==> src/hdl/slk_pkg.sv <==
// shared constants for the serial automation port link
package slk_pkg;
	localparam int unsigned CLK_HZ        = 20000000;
	localparam int unsigned BAUD_DEFAULT  = 9600;
	localparam int unsigned BIT_CYC_DEF   = CLK_HZ / BAUD_DEFAULT;
	localparam int unsigned DIV_W         = 16;
	localparam int unsigned DATA_W        = 8;
	localparam int unsigned FRAME_BITS    = 10;
	// ack time-out figure: bit periods per timeout at a given rate
	localparam int unsigned ACK_BITS_DEF  = 2000;
	localparam int unsigned IP_ACK_MS     = 2500;
	localparam int unsigned IP_ACK_CYC    = IP_ACK_MS * (CLK_HZ / 1000);
	localparam int unsigned TMO_W         = 32;
	localparam logic        LINE_IDLE     = 1'b1;
	localparam logic        START_LVL     = 1'b0;
	localparam logic        STOP_LVL      = 1'b1;
endpackage

==> src/hdl/slk_if.sv <==
// link between media drive port and automation port
`timescale 1ns/1ps
`default_nettype none
interface slk_if;
	logic drv_txd;       // drive to automation serial line
	logic aut_txd;       // automation to drive serial line
	logic sense_aut;     // automation presence, high = present
	logic sense_drv;     // drive presence, high = present
	logic reset_req;     // automation reset request, high = active
	modport drive (output drv_txd, output sense_drv,
		input aut_txd, input sense_aut, input reset_req);
	modport automation (input drv_txd, input sense_drv,
		output aut_txd, output sense_aut, output reset_req);
endinterface
`default_nettype wire

==> src/hdl/slk_drive_port.sv <==
// media drive end of the serial automation link
// Functional notes
// parameter change recomputes ack time-out (the ip variant keeps its fixed time-out instead)
// new time-out applies to later frames
// ip variant starts at 2500 ms time-out
// link runs at 9600 baud (code: only until login, then at the negotiated rate)
// nrz, one bit per baud period
// one start, eight data, one stop
// reset request means reset received
// automation may request reset, optional
// automation presence line driven by automation
// drive watches automation presence
// automation may watch drive presence
// default 9600 until login completes
// presence loss raises nexus-loss event
// reset received raises nexus-loss event
// timer starts at frame end, flags time-out
// time-out formula is parameterised
`timescale 1ns/1ps
`default_nettype none
module slk_drive_port #(
	parameter bit                      IP_VARIANT = 1'b0,
	parameter int unsigned             ACK_BITS   = slk_pkg::ACK_BITS_DEF,
	parameter logic [slk_pkg::TMO_W-1:0] IP_ACK_CYC =
		slk_pkg::TMO_W'(slk_pkg::IP_ACK_CYC)
) (
	// clock and reset
	input  wire logic                       clk_i,
	input  wire logic                       reset_i,
	// link
	slk_if.drive                            link,
	// operating parameters
	input  wire logic                       login_done_i,
	input  wire logic [slk_pkg::DIV_W-1:0]  neg_bit_cyc_i,
	input  wire logic                       param_load_i,
	// transmit
	input  wire logic                       tx_valid_i,
	input  wire logic [slk_pkg::DATA_W-1:0] tx_data_i,
	output logic                            tx_ready_o,
	input  wire logic                       ack_seen_i,
	output logic                            ack_timeout_o,
	// receive
	output logic                            rx_valid_o,
	output logic [slk_pkg::DATA_W-1:0]      rx_data_o,
	output logic                            rx_err_o,
	// events
	output logic                            aut_present_o,
	output logic                            reset_rcvd_o,
	output logic                            nexus_loss_o
);
	logic [slk_pkg::DIV_W-1:0] bit_cyc_ff;
	logic [slk_pkg::TMO_W-1:0] tmo_ff, tcnt_ff;
	logic                      run_ff, sense_ff, rst_ff, tx_done;
	logic                      recalc_ff;

	assign link.sense_drv = 1'b1;

	// 9600 default until login, negotiated rate after
	always_ff @(posedge clk_i) begin // see
		recalc_ff <= 1'b0;
		if (reset_i || !login_done_i) begin
			recalc_ff  <= bit_cyc_ff !=
				slk_pkg::DIV_W'(slk_pkg::BIT_CYC_DEF);
			bit_cyc_ff <= slk_pkg::DIV_W'(slk_pkg::BIT_CYC_DEF);
		end else if (param_load_i) begin
			bit_cyc_ff <= neg_bit_cyc_i;
			recalc_ff  <= 1'b1;
		end
	end

	// time-out recomputed from rate on every parameter change, except in the ip variant
	always_ff @(posedge clk_i) begin // see see
		if (reset_i)
			tmo_ff <= IP_VARIANT ? IP_ACK_CYC :
				slk_pkg::TMO_W'(ACK_BITS * slk_pkg::BIT_CYC_DEF);
		else if (recalc_ff && !IP_VARIANT)
			tmo_ff <= slk_pkg::TMO_W'(ACK_BITS) * {16'h0, bit_cyc_ff};
	end

	slk_uart u_uart (
		.clk_i      (clk_i),
		.reset_i    (reset_i),
		.bit_cyc_i  (bit_cyc_ff),
		.tx_valid_i (tx_valid_i),
		.tx_data_i  (tx_data_i),
		.tx_ready_o (tx_ready_o),
		.tx_done_o  (tx_done),
		.txd_o      (link.drv_txd),
		.rxd_i      (link.aut_txd),
		.rx_valid_o (rx_valid_o),
		.rx_data_o  (rx_data_o),
		.rx_err_o   (rx_err_o)
	);

	// ack timer armed at frame end with current period
	always_ff @(posedge clk_i) begin // see
		ack_timeout_o <= 1'b0;
		if (reset_i || ack_seen_i) begin
			run_ff  <= 1'b0;
			tcnt_ff <= '0;
		end else if (tx_done) begin
			run_ff  <= 1'b1;
			tcnt_ff <= tmo_ff;
		end else if (run_ff) begin
			if (tcnt_ff <= 32'h1) begin
				run_ff        <= 1'b0;
				ack_timeout_o <= 1'b1;
			end else begin
				tcnt_ff <= tcnt_ff - 32'h1;
			end
		end
	end

	// presence and reset request events
	always_ff @(posedge clk_i) begin // see
		if (reset_i) begin
			sense_ff      <= 1'b0;
			rst_ff        <= 1'b0;
			aut_present_o <= 1'b0;
			reset_rcvd_o  <= 1'b0;
			nexus_loss_o  <= 1'b0;
		end else begin
			sense_ff      <= link.sense_aut;
			rst_ff        <= link.reset_req;
			aut_present_o <= link.sense_aut;
			reset_rcvd_o  <= link.reset_req && !rst_ff;
			nexus_loss_o  <= (sense_ff && !link.sense_aut) ||
				(link.reset_req && !rst_ff);
		end
	end
endmodule
`default_nettype wire

==> src/hdl/slk_uart.sv <==
// shared nrz 8n1 transmitter and receiver
`timescale 1ns/1ps
`default_nettype none
module slk_uart (
	// clock and reset
	input  wire logic                       clk_i,
	input  wire logic                       reset_i,
	input  wire logic [slk_pkg::DIV_W-1:0]  bit_cyc_i,
	// transmit
	input  wire logic                       tx_valid_i,
	input  wire logic [slk_pkg::DATA_W-1:0] tx_data_i,
	output logic                            tx_ready_o,
	output logic                            tx_done_o,
	output logic                            txd_o,
	// receive
	input  wire logic                       rxd_i,
	output logic                            rx_valid_o,
	output logic [slk_pkg::DATA_W-1:0]      rx_data_o,
	output logic                            rx_err_o
);
	logic [slk_pkg::DIV_W-1:0] tdiv_ff, rdiv_ff;
	logic [3:0]                tcnt_ff, rcnt_ff;
	logic [9:0]                tsh_ff;
	logic [8:0]                rsh_ff;
	logic                      tbusy_ff, rbusy_ff, rxq_ff;

	assign tx_ready_o = !tbusy_ff;

	// one bit per baud period, start + 8 data + stop, no parity
	always_ff @(posedge clk_i) begin // see
		tx_done_o <= 1'b0;
		if (reset_i) begin
			tbusy_ff <= 1'b0;
			tsh_ff   <= '1;
			tdiv_ff  <= '0;
			tcnt_ff  <= '0;
			txd_o    <= slk_pkg::LINE_IDLE;
		end else if (!tbusy_ff) begin
			txd_o <= slk_pkg::LINE_IDLE;
			if (tx_valid_i) begin
				tsh_ff   <= {slk_pkg::STOP_LVL, tx_data_i,
					slk_pkg::START_LVL};
				tbusy_ff <= 1'b1;
				tdiv_ff  <= '0;
				tcnt_ff  <= '0;
			end
		end else begin
			txd_o <= tsh_ff[0];
			if (tdiv_ff == bit_cyc_i - 16'h1) begin
				tdiv_ff <= '0;
				tsh_ff  <= {1'b1, tsh_ff[9:1]};
				if (tcnt_ff == 4'(slk_pkg::FRAME_BITS - 1)) begin
					tbusy_ff  <= 1'b0;
					tx_done_o <= 1'b1;
				end else begin
					tcnt_ff <= tcnt_ff + 4'h1;
				end
			end else begin
				tdiv_ff <= tdiv_ff + 16'h1;
			end
		end
	end

	// receiver samples mid-bit
	always_ff @(posedge clk_i) begin // see
		rx_valid_o <= 1'b0;
		rx_err_o   <= 1'b0;
		rxq_ff     <= rxd_i;
		if (reset_i) begin
			rbusy_ff  <= 1'b0;
			rdiv_ff   <= '0;
			rcnt_ff   <= '0;
			rsh_ff    <= '0;
			rx_data_o <= '0;
			rxq_ff    <= slk_pkg::LINE_IDLE;
		end else if (!rbusy_ff) begin
			if (rxq_ff == slk_pkg::START_LVL) begin
				rbusy_ff <= 1'b1;
				rdiv_ff  <= {1'b0, bit_cyc_i[slk_pkg::DIV_W-1:1]};
				rcnt_ff  <= '0;
			end
		end else if (rdiv_ff == bit_cyc_i - 16'h1) begin
			rdiv_ff <= '0;
			rsh_ff  <= {rxq_ff, rsh_ff[8:1]};
			if (rcnt_ff == 4'(slk_pkg::FRAME_BITS - 1)) begin
				rbusy_ff <= 1'b0;
				if (rxq_ff == slk_pkg::STOP_LVL) begin
					rx_valid_o <= 1'b1;
					rx_data_o  <= rsh_ff[8:1];
				end else begin
					rx_err_o <= 1'b1;
				end
			end else begin
				rcnt_ff <= rcnt_ff + 4'h1;
			end
		end else begin
			rdiv_ff <= rdiv_ff + 16'h1;
		end
	end
endmodule
`default_nettype wire

==> src/flat_wrapper.sv <==
// flat-port wrapper written by rule: the top's interface ports become plain ports
module slk_drive_port_flat 
#(
	parameter bit                      IP_VARIANT = 1'b0,
	parameter int unsigned             ACK_BITS   = slk_pkg::ACK_BITS_DEF,
	parameter logic [slk_pkg::TMO_W-1:0] IP_ACK_CYC =
		slk_pkg::TMO_W'(slk_pkg::IP_ACK_CYC)
)
  (clk_i, reset_i, login_done_i, neg_bit_cyc_i, param_load_i, tx_valid_i, tx_data_i, tx_ready_o, ack_seen_i, ack_timeout_o, rx_valid_o, rx_data_o, rx_err_o, aut_present_o, reset_rcvd_o, nexus_loss_o, link_drv_txd, link_sense_drv, link_aut_txd, link_sense_aut, link_reset_req);
  slk_if link_i ();
  input  wire logic clk_i;
  input  wire logic reset_i;
  input  wire logic login_done_i;
  input  wire logic [slk_pkg::DIV_W-1:0] neg_bit_cyc_i;
  input  wire logic param_load_i;
  input  wire logic tx_valid_i;
  input  wire logic [slk_pkg::DATA_W-1:0] tx_data_i;
  output logic tx_ready_o;
  input  wire logic ack_seen_i;
  output logic ack_timeout_o;
  output logic rx_valid_o;
  output logic [slk_pkg::DATA_W-1:0] rx_data_o;
  output logic rx_err_o;
  output logic aut_present_o;
  output logic reset_rcvd_o;
  output logic nexus_loss_o;
  output wire logic [$bits(link_i.drv_txd)-1:0] link_drv_txd;
  output wire logic [$bits(link_i.sense_drv)-1:0] link_sense_drv;
  input wire logic [$bits(link_i.aut_txd)-1:0] link_aut_txd;
  input wire logic [$bits(link_i.sense_aut)-1:0] link_sense_aut;
  input wire logic [$bits(link_i.reset_req)-1:0] link_reset_req;
  assign link_drv_txd = link_i.drv_txd;
  assign link_sense_drv = link_i.sense_drv;
  assign link_i.aut_txd = link_aut_txd;
  assign link_i.sense_aut = link_sense_aut;
  assign link_i.reset_req = link_reset_req;
  slk_drive_port #(.IP_VARIANT(IP_VARIANT), .ACK_BITS(ACK_BITS), .IP_ACK_CYC(IP_ACK_CYC)) u_core (.clk_i(clk_i), .reset_i(reset_i), .link(link_i), .login_done_i(login_done_i), .neg_bit_cyc_i(neg_bit_cyc_i), .param_load_i(param_load_i), .tx_valid_i(tx_valid_i), .tx_data_i(tx_data_i), .tx_ready_o(tx_ready_o), .ack_seen_i(ack_seen_i), .ack_timeout_o(ack_timeout_o), .rx_valid_o(rx_valid_o), .rx_data_o(rx_data_o), .rx_err_o(rx_err_o), .aut_present_o(aut_present_o), .reset_rcvd_o(reset_rcvd_o), .nexus_loss_o(nexus_loss_o));
endmodule
==> config.mk <==
export PLATFORM = sky130hd
export DESIGN_NAME = slk_drive_port_flat
export DESIGN_NICKNAME = d
export VERILOG_FILES = /design/src/hdl/slk_pkg.sv /design/src/hdl/slk_if.sv /design/src/hdl/slk_drive_port.sv /design/src/hdl/slk_uart.sv /design/src/flat_wrapper.sv
export SDC_FILE = /design/constraint.sdc
export NUM_CORES = 1
export LEC_CHECK = 0
export BUFFER_PORTS_ARGS = -buffer_cell sky130_fd_sc_hd__buf_2
export CORE_ASPECT_RATIO = 0.9
export CORE_UTILIZATION = 63
export DETAILED_ROUTE_END_ITERATION = 16
export PLACE_DENSITY = 0.81
export SYNTH_ARGS = -nofsm -noshare
export SYNTH_HDL_FRONTEND = slang
export SYNTH_SLANG_ARGS = --single-unit
==> constraint.sdc <==
create_clock -name clk_i -period 6.61 [get_ports clk_i]
set_input_delay 0.661 -clock clk_i [delete_from_list [all_inputs] [get_ports clk_i]]
set_output_delay 0.661 -clock clk_i [all_outputs]
set_load 0.03 [all_outputs]
==> results.toml, run 1 <==
[critical_path]
cp.arrival_ns = 5.62
required_ns = 6.92
r2r-start = "u_core.bit_cyc_ff[3]$_SDFFE_PN0P_"
reg2reg_setup_slack_ns = 1.30
critical_path.max_stage_delay_ns = 0.55
r2r-end = "u_core.tmo_ff[25]$_SDFFE_PP0P_"
cp-start-kind = "flop"
worstPathMaxFanout = 8
end_kind = "flop"
cp_common_cell = "fa_1"
reg2reg_depth = 15
critical_path_class = "reg2reg"
crit_chain = "inv_1 -> fa_1 -> fa_1 -> fa_1 -> fa_1 -> inv_1 -> ha_1 -> a21oi_1 -> o31ai_1 -> a21oi_1 -> o211ai_1 -> a31oi_1 -> o21ai_0 -> and4_1 -> or4_1"
slowest_stage = "dfxtp_1"

[power]
power.density_nw_per_um2 = 238
power_leakage_uw = 0.00484
ir_drop_mv = 0.195

[grt]
grt_usage_pct = 29.9
grt_start_max_net_pins = 63
grt_pass1_vias = 7942
antenna_found_initial = 0
grt_pass1_wl_um = 39300
gr-total-overflow = 0

[synthesis]
yosysTopAreaCell = "dfxtp_1"
yosys_most_used_dff = "dfxtp_1"
synth_common_cells = "dfxtp_1, nor2_1, inv_1"
synth_nets = 1350
synth-seq-cells = 150
ys_async_sr_fraction_pct = 0
synthXorXnorAreaFrac_pct = 9.01
synth_edf_count = 0
ys.warnings.count = 0
synth.most_common_cell = "dfxtp_1"
yosys.area_share.simple_pct = 18.6
synth_mux_area_share_pct = 4.63
synth_top_family_by_area = "adder cells"
netlist.area_leader.share_pct = 28.8
syn_inst = 1181
synthTopCellsByArea = "dfxtp_1, fa_1, ha_1"
synth-compound-area-share_pct = 12.7
avgSynthCellArea_um2 = 8.83
synthAdderAreaFrac_pct = 20.2
syn_area_um2 = 10400
synth_cell_types = 77
ys_seq_area_share_pct = 28.8

[timing]
finalHoldViolCount = 0
hold_slack_ns = 0.405
fin_crit_ns = 5.31
setup_viol = 0
slew_headroom_pct = 28.3
setup_ws_ns = 1.30
max_freq_ghz = 0.188
grt_setup_unrepaired = "no"
maxSlewViolCount = 0
worst_pin_slew_ns = 1.07
post-route-period-util_pct = 80.4
finClkSkew_ns = 0.00835
finalSetupTns_ns = 0

[cells_and_area]
post-route-util_pct = 70.1
num_antenna_cells = 0
drive_above_1_share_pct = 9.41
area_growth_pct = 8.45
layout.nets = 1369
fill_cells = 1234

[min_path]
hold_depth = 1
min_to = "u_core.reset_rcvd_o$_SDFF_PP0_"
hold_path.class = "reg2reg"
min-delay-start = "u_core.rst_ff$_SDFF_PP0_"

[clock_tree]
cts.clk_slew.worst_paths_ns = 0.06
cts_resized = 0
clock_sinks = 150
cts_tree = "done"
cts_buffers = 17
cts_max_path_buffers = 2
cts_root_buf = "clkbuf_16"
cts_hold_buf = 0
clk_latency_ns = 0.43
htree_levels = 4
cts_setup_buffers = 0

[routing]
drc = 0
drt-total-wl_um = 24300
dr.pass1.iters = 5
num_vias = 8447
via_per_inst = 5.96
ant_nets = 0
drt_iter0_drc = 779
wl_per_cell_um = 17.2

[floorplanning]
die_h_um = 124
initial_utilization_pct = 64.6
fp.dieArea_um2 = 17100
fp-row-count = 44
boundaryPins = 50
core-area_um2 = 16100
dieWidth_um = 138

[run]
max_cap_violations = 0

[outcome]
status = "complete, no violations"

[placement]
preCtsSetupSlack_ns = 1.35
gp_congestion = 0.919
hpwl_um = 18000
portBuffers = 48
## flip-flops by register name (all words and copies together), names as in the netlist, 8 cells and up
signal / flops
u_core.bit_cyc_ff: 16
u_core.tcnt_ff: 32
u_core.tmo_ff: 23
u_core.u_uart.rdiv_ff: 16
u_core.u_uart.rsh_ff: 8
u_core.u_uart.rx_data_o: 8
u_core.u_uart.tdiv_ff: 16
u_core.u_uart.tsh_ff: 9
## routing by layer
metal | up-vias | global-route usage [%] | wire [um] | part of all wire [%]
met5 | - | 0 | 0 | 0
met4 | 0 | 11.9 | 704 | 2.9
met3 | 61 | 7.69 | 1850 | 7.6
met2 | 333 | 45.0 | 10700 | 44
met1 | 3973 | 40.9 | 11100 | 46
li1 | 4080 | - | - | -
## per-stage QoR
| stage | std cells | power, uW | instance area, um^2 |
|---|---|---|---|
| finish | 1418 | 2690 | 11300 |
| global route | 1418 | 2850 | 11300 |
| floorplan | 1181 | 1570 | 10400 |
| detailed placement | 1388 | 1720 | 10700 |
| CTS | 1418 | 2700 | 11300 |
| global placement | 1388 | 1700 | 10700 |
## layout make-up
class	count	area, um^2	share of cell area, %
timing repair buffer	51	263	2.32
clock buffer	21	470	4.16
clock inverter	9	119	1.05
multi-input combinational	872	6790	60.0
sequential	150	3000	26.6
inverter	108	405	3.58
tap	207	259	2.29
## worst max-delay path by stage
stage                     cells after the start                              to                                from  slack (ns)
after global placement                       16  u_core.tmo_ff[25]$_SDFFE_PP0P_  u_core.bit_cyc_ff[10]$_SDFFE_PN0P_        1.47
after detailed placement                     15  u_core.tmo_ff[25]$_SDFFE_PP0P_   u_core.bit_cyc_ff[3]$_SDFFE_PN0P_        1.35
after global routing                         15  u_core.tmo_ff[25]$_SDFFE_PP0P_   u_core.bit_cyc_ff[3]$_SDFFE_PN0P_        1.00
final                                        15  u_core.tmo_ff[25]$_SDFFE_PP0P_   u_core.bit_cyc_ff[3]$_SDFFE_PN0P_        1.30
after CTS                                    15  u_core.tmo_ff[25]$_SDFFE_PP0P_   u_core.bit_cyc_ff[3]$_SDFFE_PN0P_        1.31
after floorplan                              16  u_core.tmo_ff[25]$_SDFFE_PP0P_  u_core.bit_cyc_ff[11]$_SDFFE_PN1P_        1.69
## kinds of logic (layout without fill, tap and decap cells)
| kind of cell | Yosys count | after routing |
|---|---|---|
| xor+xnor | 101 | 101 |
| buf+inv | 159 | 189 |
| other cells | 1 | 1 |
| fa+ha+maj | 136 | 136 |
| flops | 150 | 150 |
| compound gates | 208 | 208 |
| simple gates | 378 | 378 |
| mux | 48 | 48 |
## power breakdown
part,leakage (uW),switching [uW],internal (uW)
logic,0.00334,393,294
clock network,0.000276,389,586
registers,0.00122,64.7,964
total,0.00484,846,1840
## cell usage in the layout, fill, tap and decap left out, types with 4 or more instances in the layout
master      Yosys  final
nor2b_1         6      6
and4_1          5      5
and3_1         18     18
ha_1           82     82
nand3b_1        5      5
o211ai_1       16     16
mux2i_1        46     46
clkbuf_16       0     17
xor2_1         44     44
nand4b_1        6      6
xnor2_1        53     53
dfxtp_1       150    150
nand2b_1        4      4
a2111oi_0       4      4
fa_1           54     54
inv_1         107    107
or4_1           4      4
nand2_1        69     69
buf_2           7     48
clkinvlp_4      0      4
a211oi_1       17     17
o22ai_1         5      5
nand3_1        30     30
nor4_1         10     10
nor3_1         41     41
o31ai_1         4      4
o21ai_0        50     50
nand4_1        15     15
or2_2           7      7
nor2_1        126    126
xnor3_1         4      4
a21oi_1        59     59
a31oi_1        18     18
## worst max-delay path, delay by kind of cell (launching register included)
family	cells	cell delay (ns)
AO/OA/AOI/OAI	6	1.35
adder cells (fa/ha/maj)	5	2.31
buffers and inverters	2	0.28
flip-flops	1	0.55
AND/OR/NAND/NOR	2	0.70
Power figures use the tool's default switching activity.
==> run 2: changes to the inputs <==
- clock period: 6.61 -> 5.2 ns (I/O delays scaled with it)
==> results.toml, run 2 (synthesized netlist as in run 1, its figures left out) <==
[critical_path]
r2r-end = "u_core.tmo_ff[25]$_SDFFE_PP0P_"
r2r-start = "u_core.bit_cyc_ff[1]$_SDFFE_PN1P_"
cp-startpoint = "u_core.bit_cyc_ff[1]$_SDFFE_PN1P_"
setup.worst_path.end = "u_core.tmo_ff[25]$_SDFFE_PP0P_"
reg2reg_setup_slack_ns = 0.21
worstPathMaxFanout = 5
cp-start-kind = "flop"
reg2reg_depth = 15
end_kind = "flop"
cp.arrival_ns = 5.31
critical_path_class = "reg2reg"
required_ns = 5.52

[timing]
worst_pin_slew_ns = 1.01
finalHoldViolCount = 0
setup_viol = 0
slew_headroom_pct = 32.5
fin_crit_ns = 4.99
max_freq_ghz = 0.200
setup_ws_ns = 0.207
maxSlewViolCount = 0
post-route-period-util_pct = 96.0
hold_slack_ns = 0.260
finClkSkew_ns = 0.00740

[grt]
grt_pass1_vias = 7989
gr-total-overflow = 0
grt_usage_pct = 30.2
antenna_found_initial = 0
grt_start_max_net_pins = 47
grt_pass1_wl_um = 39600

[min_path]
min-delay-start = "link_aut_txd"
hold_path.class = "in2reg"
hold_depth = 2

[routing]
drt-total-wl_um = 24900
drt_iter0_drc = 772
wl_per_cell_um = 17.2
dr.pass1.iters = 5
num_vias = 8595
via_per_inst = 5.96
drc = 0
ant_nets = 0

[power]
power_leakage_uw = 0.00496
clkPwrFrac_pct = 36.4
netSwitchingFraction_pct = 33.1
p_int_uw = 2340
seqPwrFrac_pct = 36.7
combPwrFrac_pct = 26.9
power.density_nw_per_um2 = 303
ir_drop_mv = 0.418
p_sw_uw = 1160

[cells_and_area]
layout_common_cells = "dfxtp_1, nor2_1, inv_1"
fill_cells = 1216
drive_above_1_share_pct = 11.7
largest_reg_flops = 32
layout_commonest_cell = "dfxtp_1"
post-route-util_pct = 71.4
largest_register = "u_core.tcnt_ff"
reg.largest.list = "u_core.tcnt_ff (32), u_core.tmo_ff (23)"
layout.nets = 1391
area_growth_pct = 10.4
num_antenna_cells = 0

[clock_tree]
cts_hold_buf = 0
cts_root_buf = "clkbuf_16"
clock_sinks = 150
cts_max_path_buffers = 2
clk_latency_ns = 0.44
cts.clk_slew.worst_paths_ns = 0.07
htree_levels = 4
cts_tree = "done"
cts_buffers = 17

[floorplanning]
die_h_um = 124
core-area_um2 = 16100
fp-row-count = 44
boundaryPins = 50
fp.dieArea_um2 = 17100
initial_utilization_pct = 64.6
dieWidth_um = 138

[run]
max_cap_violations = 0

[outcome]
status = "complete, no violations"

[placement]
portBuffers = 48
gp_congestion = 0.939
hpwl_um = 18000
preCtsSetupSlack_ns = 0.0397
-- run 2: cell count changes in the layout (fill, tap and decap cells not counted), sizes merged --
cell / before / now
clkbuf: 21 / 18
inv: 111 / 113
clkinv: 0 / 4
clkinvlp: 4 / 3
buf: 51 / 73
-- run 2: critical path: stages (launching register included) --
cell and delay [ns]:
dfxtp_1 0.42, inv_1 0.16, fa_1 0.61, fa_1 0.45, fa_1 0.49, fa_1 0.51
inv_1 0.04, ha_1 0.33, a21oi_2 0.21, o31ai_2 0.11, a21oi_2 0.24, o211ai_1 0.21
a31oi_2 0.29, o21ai_2 0.11, and4_1 0.20, or4_1 0.49
-- run 2: final cells by class --
type	count	area, um^2	share of cell area, %
Sequential cell	150	3000	26.1
Clock buffer	18	429	3.73
Clock inverter	14	170	1.48
Timing Repair Buffer	73	428	3.72
Multi-Input combinational cell	872	6820	59.2
Tap cell	207	259	2.25
Inverter	108	405	3.52
-- run 2: worst min-delay path by stage --
stage / endpoint / slack (ns)
CTS: u_core.u_uart.rxq_ff$_SDFF_PP1_ / 0.26
global route: u_core.u_uart.rxq_ff$_SDFF_PP1_ / 0.27
detailed placement: u_core.reset_rcvd_o$_SDFF_PP0_ / 0.39
floorplan: u_core.reset_rcvd_o$_SDFF_PP0_ / 0.38
finish: u_core.u_uart.rxq_ff$_SDFF_PP1_ / 0.26
global placement: u_core.reset_rcvd_o$_SDFF_PP0_ / 0.39
-- run 2: per-stage QoR --
stage / TNS [ns] / total power [uW] / area, um^2 / std cells
after floorplan: 0 / 2000 / 10400 / 1181
after CTS: 0 / 3470 / 11500 / 1442
after detailed placement: 0 / 2210 / 10900 / 1410
final: 0 / 3490 / 11500 / 1442
after global routing: -0.0122 / 3670 / 11500 / 1442
after global placement: 0 / 2170 / 10900 / 1410
-- run 2: repair_timing --
action,in CTS,in global routing
gates resized for setup,0,7
setup endpoints to repair,0,2
setup buffers,0,0
-- run 2: metal layers --
metal	GRT usage [%]	vias up	routed length [um]	part of all wire, %
met3	4.84	55	1650	6.6
met2	48.0	302	11200	45
li1	-	4143	-	-
met5	0	-	0	0
met4	10.8	0	659	2.7
met1	41.6	4095	11300	46
-- run 2: power by group through the flow --
stage	Combinational (uW)	Clock [uW]	Sequential, uW
global route	1060	1320	1290
finish	939	1270	1280
global placement	870	0	1300
CTS	913	1270	1280
detailed placement	902	0	1300
floorplan	708	0	1290
==> run 3: changes to the inputs <==
- RECOVER_POWER: default -> 50
==> results.toml, run 3 (synthesized netlist as in run 1, its figures left out) <==
[floorplanning]
die_h_um = 124
dieWidth_um = 138
boundaryPins = 50
fp.dieArea_um2 = 17100
initial_utilization_pct = 64.6
core-area_um2 = 16100
fp-row-count = 44

[routing]
ant_nets = 0
drt-total-wl_um = 24900
dr.pass1.iters = 6
via_per_inst = 5.99
drc = 0
drt_iter0_drc = 784
wl_per_cell_um = 17.3
num_vias = 8634

[timing]
setup_ws_ns = 0.197
slew_headroom_pct = -43.6
max_freq_ghz = 0.200
post-route-period-util_pct = 96.2
maxSlewViolCount = 88
finClkSkew_ns = 0.00640
setup_viol = 0
fin_crit_ns = 5.00
finalHoldViolCount = 0
worst_pin_slew_ns = 2.15

[grt]
antenna_found_initial = 0
grt_start_max_net_pins = 47
grt_pass1_wl_um = 39600
grt_pass1_vias = 7989
gr-total-overflow = 0
grt_usage_pct = 30.2

[critical_path]
r2r-end = "u_core.tmo_ff[25]$_SDFFE_PP0P_"
cp-start-kind = "flop"
cp.arrival_ns = 5.32
critical_path_class = "reg2reg"
worstPathMaxFanout = 5
end_kind = "flop"
reg2reg_setup_slack_ns = 0.20
cp_top_family = "adder cells"
r2r-start = "u_core.bit_cyc_ff[1]$_SDFFE_PN1P_"
critical_path.max_stage_delay_ns = 0.61
cp-startpoint = "u_core.bit_cyc_ff[1]$_SDFFE_PN1P_"
reg2reg_depth = 15
crit_buf_inv = 2
slowest_stage = "fa_1"
cp_common_cell = "fa_1"
required_ns = 5.51
crit_chain = "inv_1 -> fa_1 -> fa_1 -> fa_1 -> fa_1 -> inv_1 -> ha_1 -> a21oi_2 -> o31ai_2 -> a21oi_2 -> o211ai_1 -> a31oi_2 -> o21ai_2 -> and4_1 -> or4_1"

[power]
power_leakage_uw = 0.00487
ir_drop_mv = 0.418
power.density_nw_per_um2 = 306

[placement]
placed_area_um2 = 10900
hpwl_um = 18000
portBuffers = 48
preCtsSetupSlack_ns = 0.0397
dpl.cell_count = 1410
gp_congestion = 0.939

[clock_tree]
cts.clk_slew.worst_paths_ns = 0.07
cts_hold_buf = 0
clock_sinks = 150
cts_max_path_buffers = 2
cts_buffers = 17
cts_tree = "done"
clk_latency_ns = 0.44
htree_levels = 4
cts_root_buf = "clkbuf_16"

[cells_and_area]
largest_reg_flops = 32
reg.largest.list = "u_core.tcnt_ff (32), u_core.tmo_ff (23)"
layoutNonFillerInstCount = 1442
layout_commonest_cell = "dfxtp_1"
multi_input_area_um2 = 6740
area_growth_pct = 9.33
layout_common_cells = "dfxtp_1, nor2_1, inv_1"
fill_cells = 1245
layout.nets = 1391
largest_register = "u_core.tcnt_ff"
drive_above_1_share_pct = 9.15
num_antenna_cells = 0
post-route-util_pct = 70.7
final_area_um2 = 11400
seqCellArea_um2 = 3000

[outcome]
failed_checks = "max-capacitance violations, max-slew violations"
status = "complete, but fails checks"

[min_path]
min_to = "u_core.u_uart.rxq_ff$_SDFF_PP1_"
hold_depth = 2
min-delay-start = "link_aut_txd"
hold_path.class = "in2reg"

[run]
max_cap_violations = 4
run 3: changes by cell type in the layout (fill, tap and decap cells not counted), moves of 2 or more:
cell and delta:
buf_4 -4, nor4_1 +2, or4_1 +3, clkbuf_1 +20, or4_4 -3, buf_2 -16
run 3: cell type report:
cell class	count	area share, %
flip-flops and latches	150	26.3
inverters	108	3.56
multi-input cells	872	59.1
clock inverters	14	1.49
well taps	207	2.27
repair buffers	73	3.45
clock buffers	18	3.76
run 3: through the flow:
stage	hold WS [ns]	TNS, ns	total power [uW]
floorplan	0.378	0	2000
global placement	0.390	0	2170
detailed placement	0.392	0	2210
CTS	0.259	0	3470
global route	0.266	-0.0122	3670
finish	0.265	0	3490
run 3: worst register-to-register path, cell delays in order (launching register included):
cell and delay [ns]:
dfxtp_1 0.42, inv_1 0.16, fa_1 0.61, fa_1 0.45, fa_1 0.49, fa_1 0.51, inv_1 0.04, ha_1 0.33
a21oi_2 0.21, o31ai_2 0.11, a21oi_2 0.24, o211ai_1 0.21, a31oi_2 0.29, o21ai_2 0.11, and4_1 0.21, or4_1 0.49
run 3: where the power goes:
group	total, uW	internal (uW)	switching, uW
Combinational	937	391	546
Sequential	1280	1220	58.8
Clock	1270	721	548
run 3: worst max-delay path by stage:
stage	end	slack [ns]	cells after the start
final	u_core.tmo_ff[25]$_SDFFE_PP0P_	0.20	15
after global routing	u_core.tmo_ff[25]$_SDFFE_PP0P_	-0.01	15
after CTS	u_core.tmo_ff[25]$_SDFFE_PP0P_	0.04	15
after detailed placement	u_core.tmo_ff[25]$_SDFFE_PP0P_	0.04	15
after global placement	u_core.tmo_ff[25]$_SDFFE_PP0P_	0.20	15
after floorplan	u_core.tmo_ff[25]$_SDFFE_PP0P_	0.28	16
run 3: what timing repair did:
action / in CTS / in global routing
hold endpoints to repair: 0 / 0
resized for setup: 0 / 7
buffers inserted: 0 / 0
setup endpoints to repair: 0 / 2
run 3: per-layer routing:
metal	GRT usage (%)	wire, um	up-vias
li1	-	-	4147
met1	41.6	11300	4118
met2	48.0	11300	317
met3	4.84	1660	52
met4	10.8	633	0
met5	0	0	-
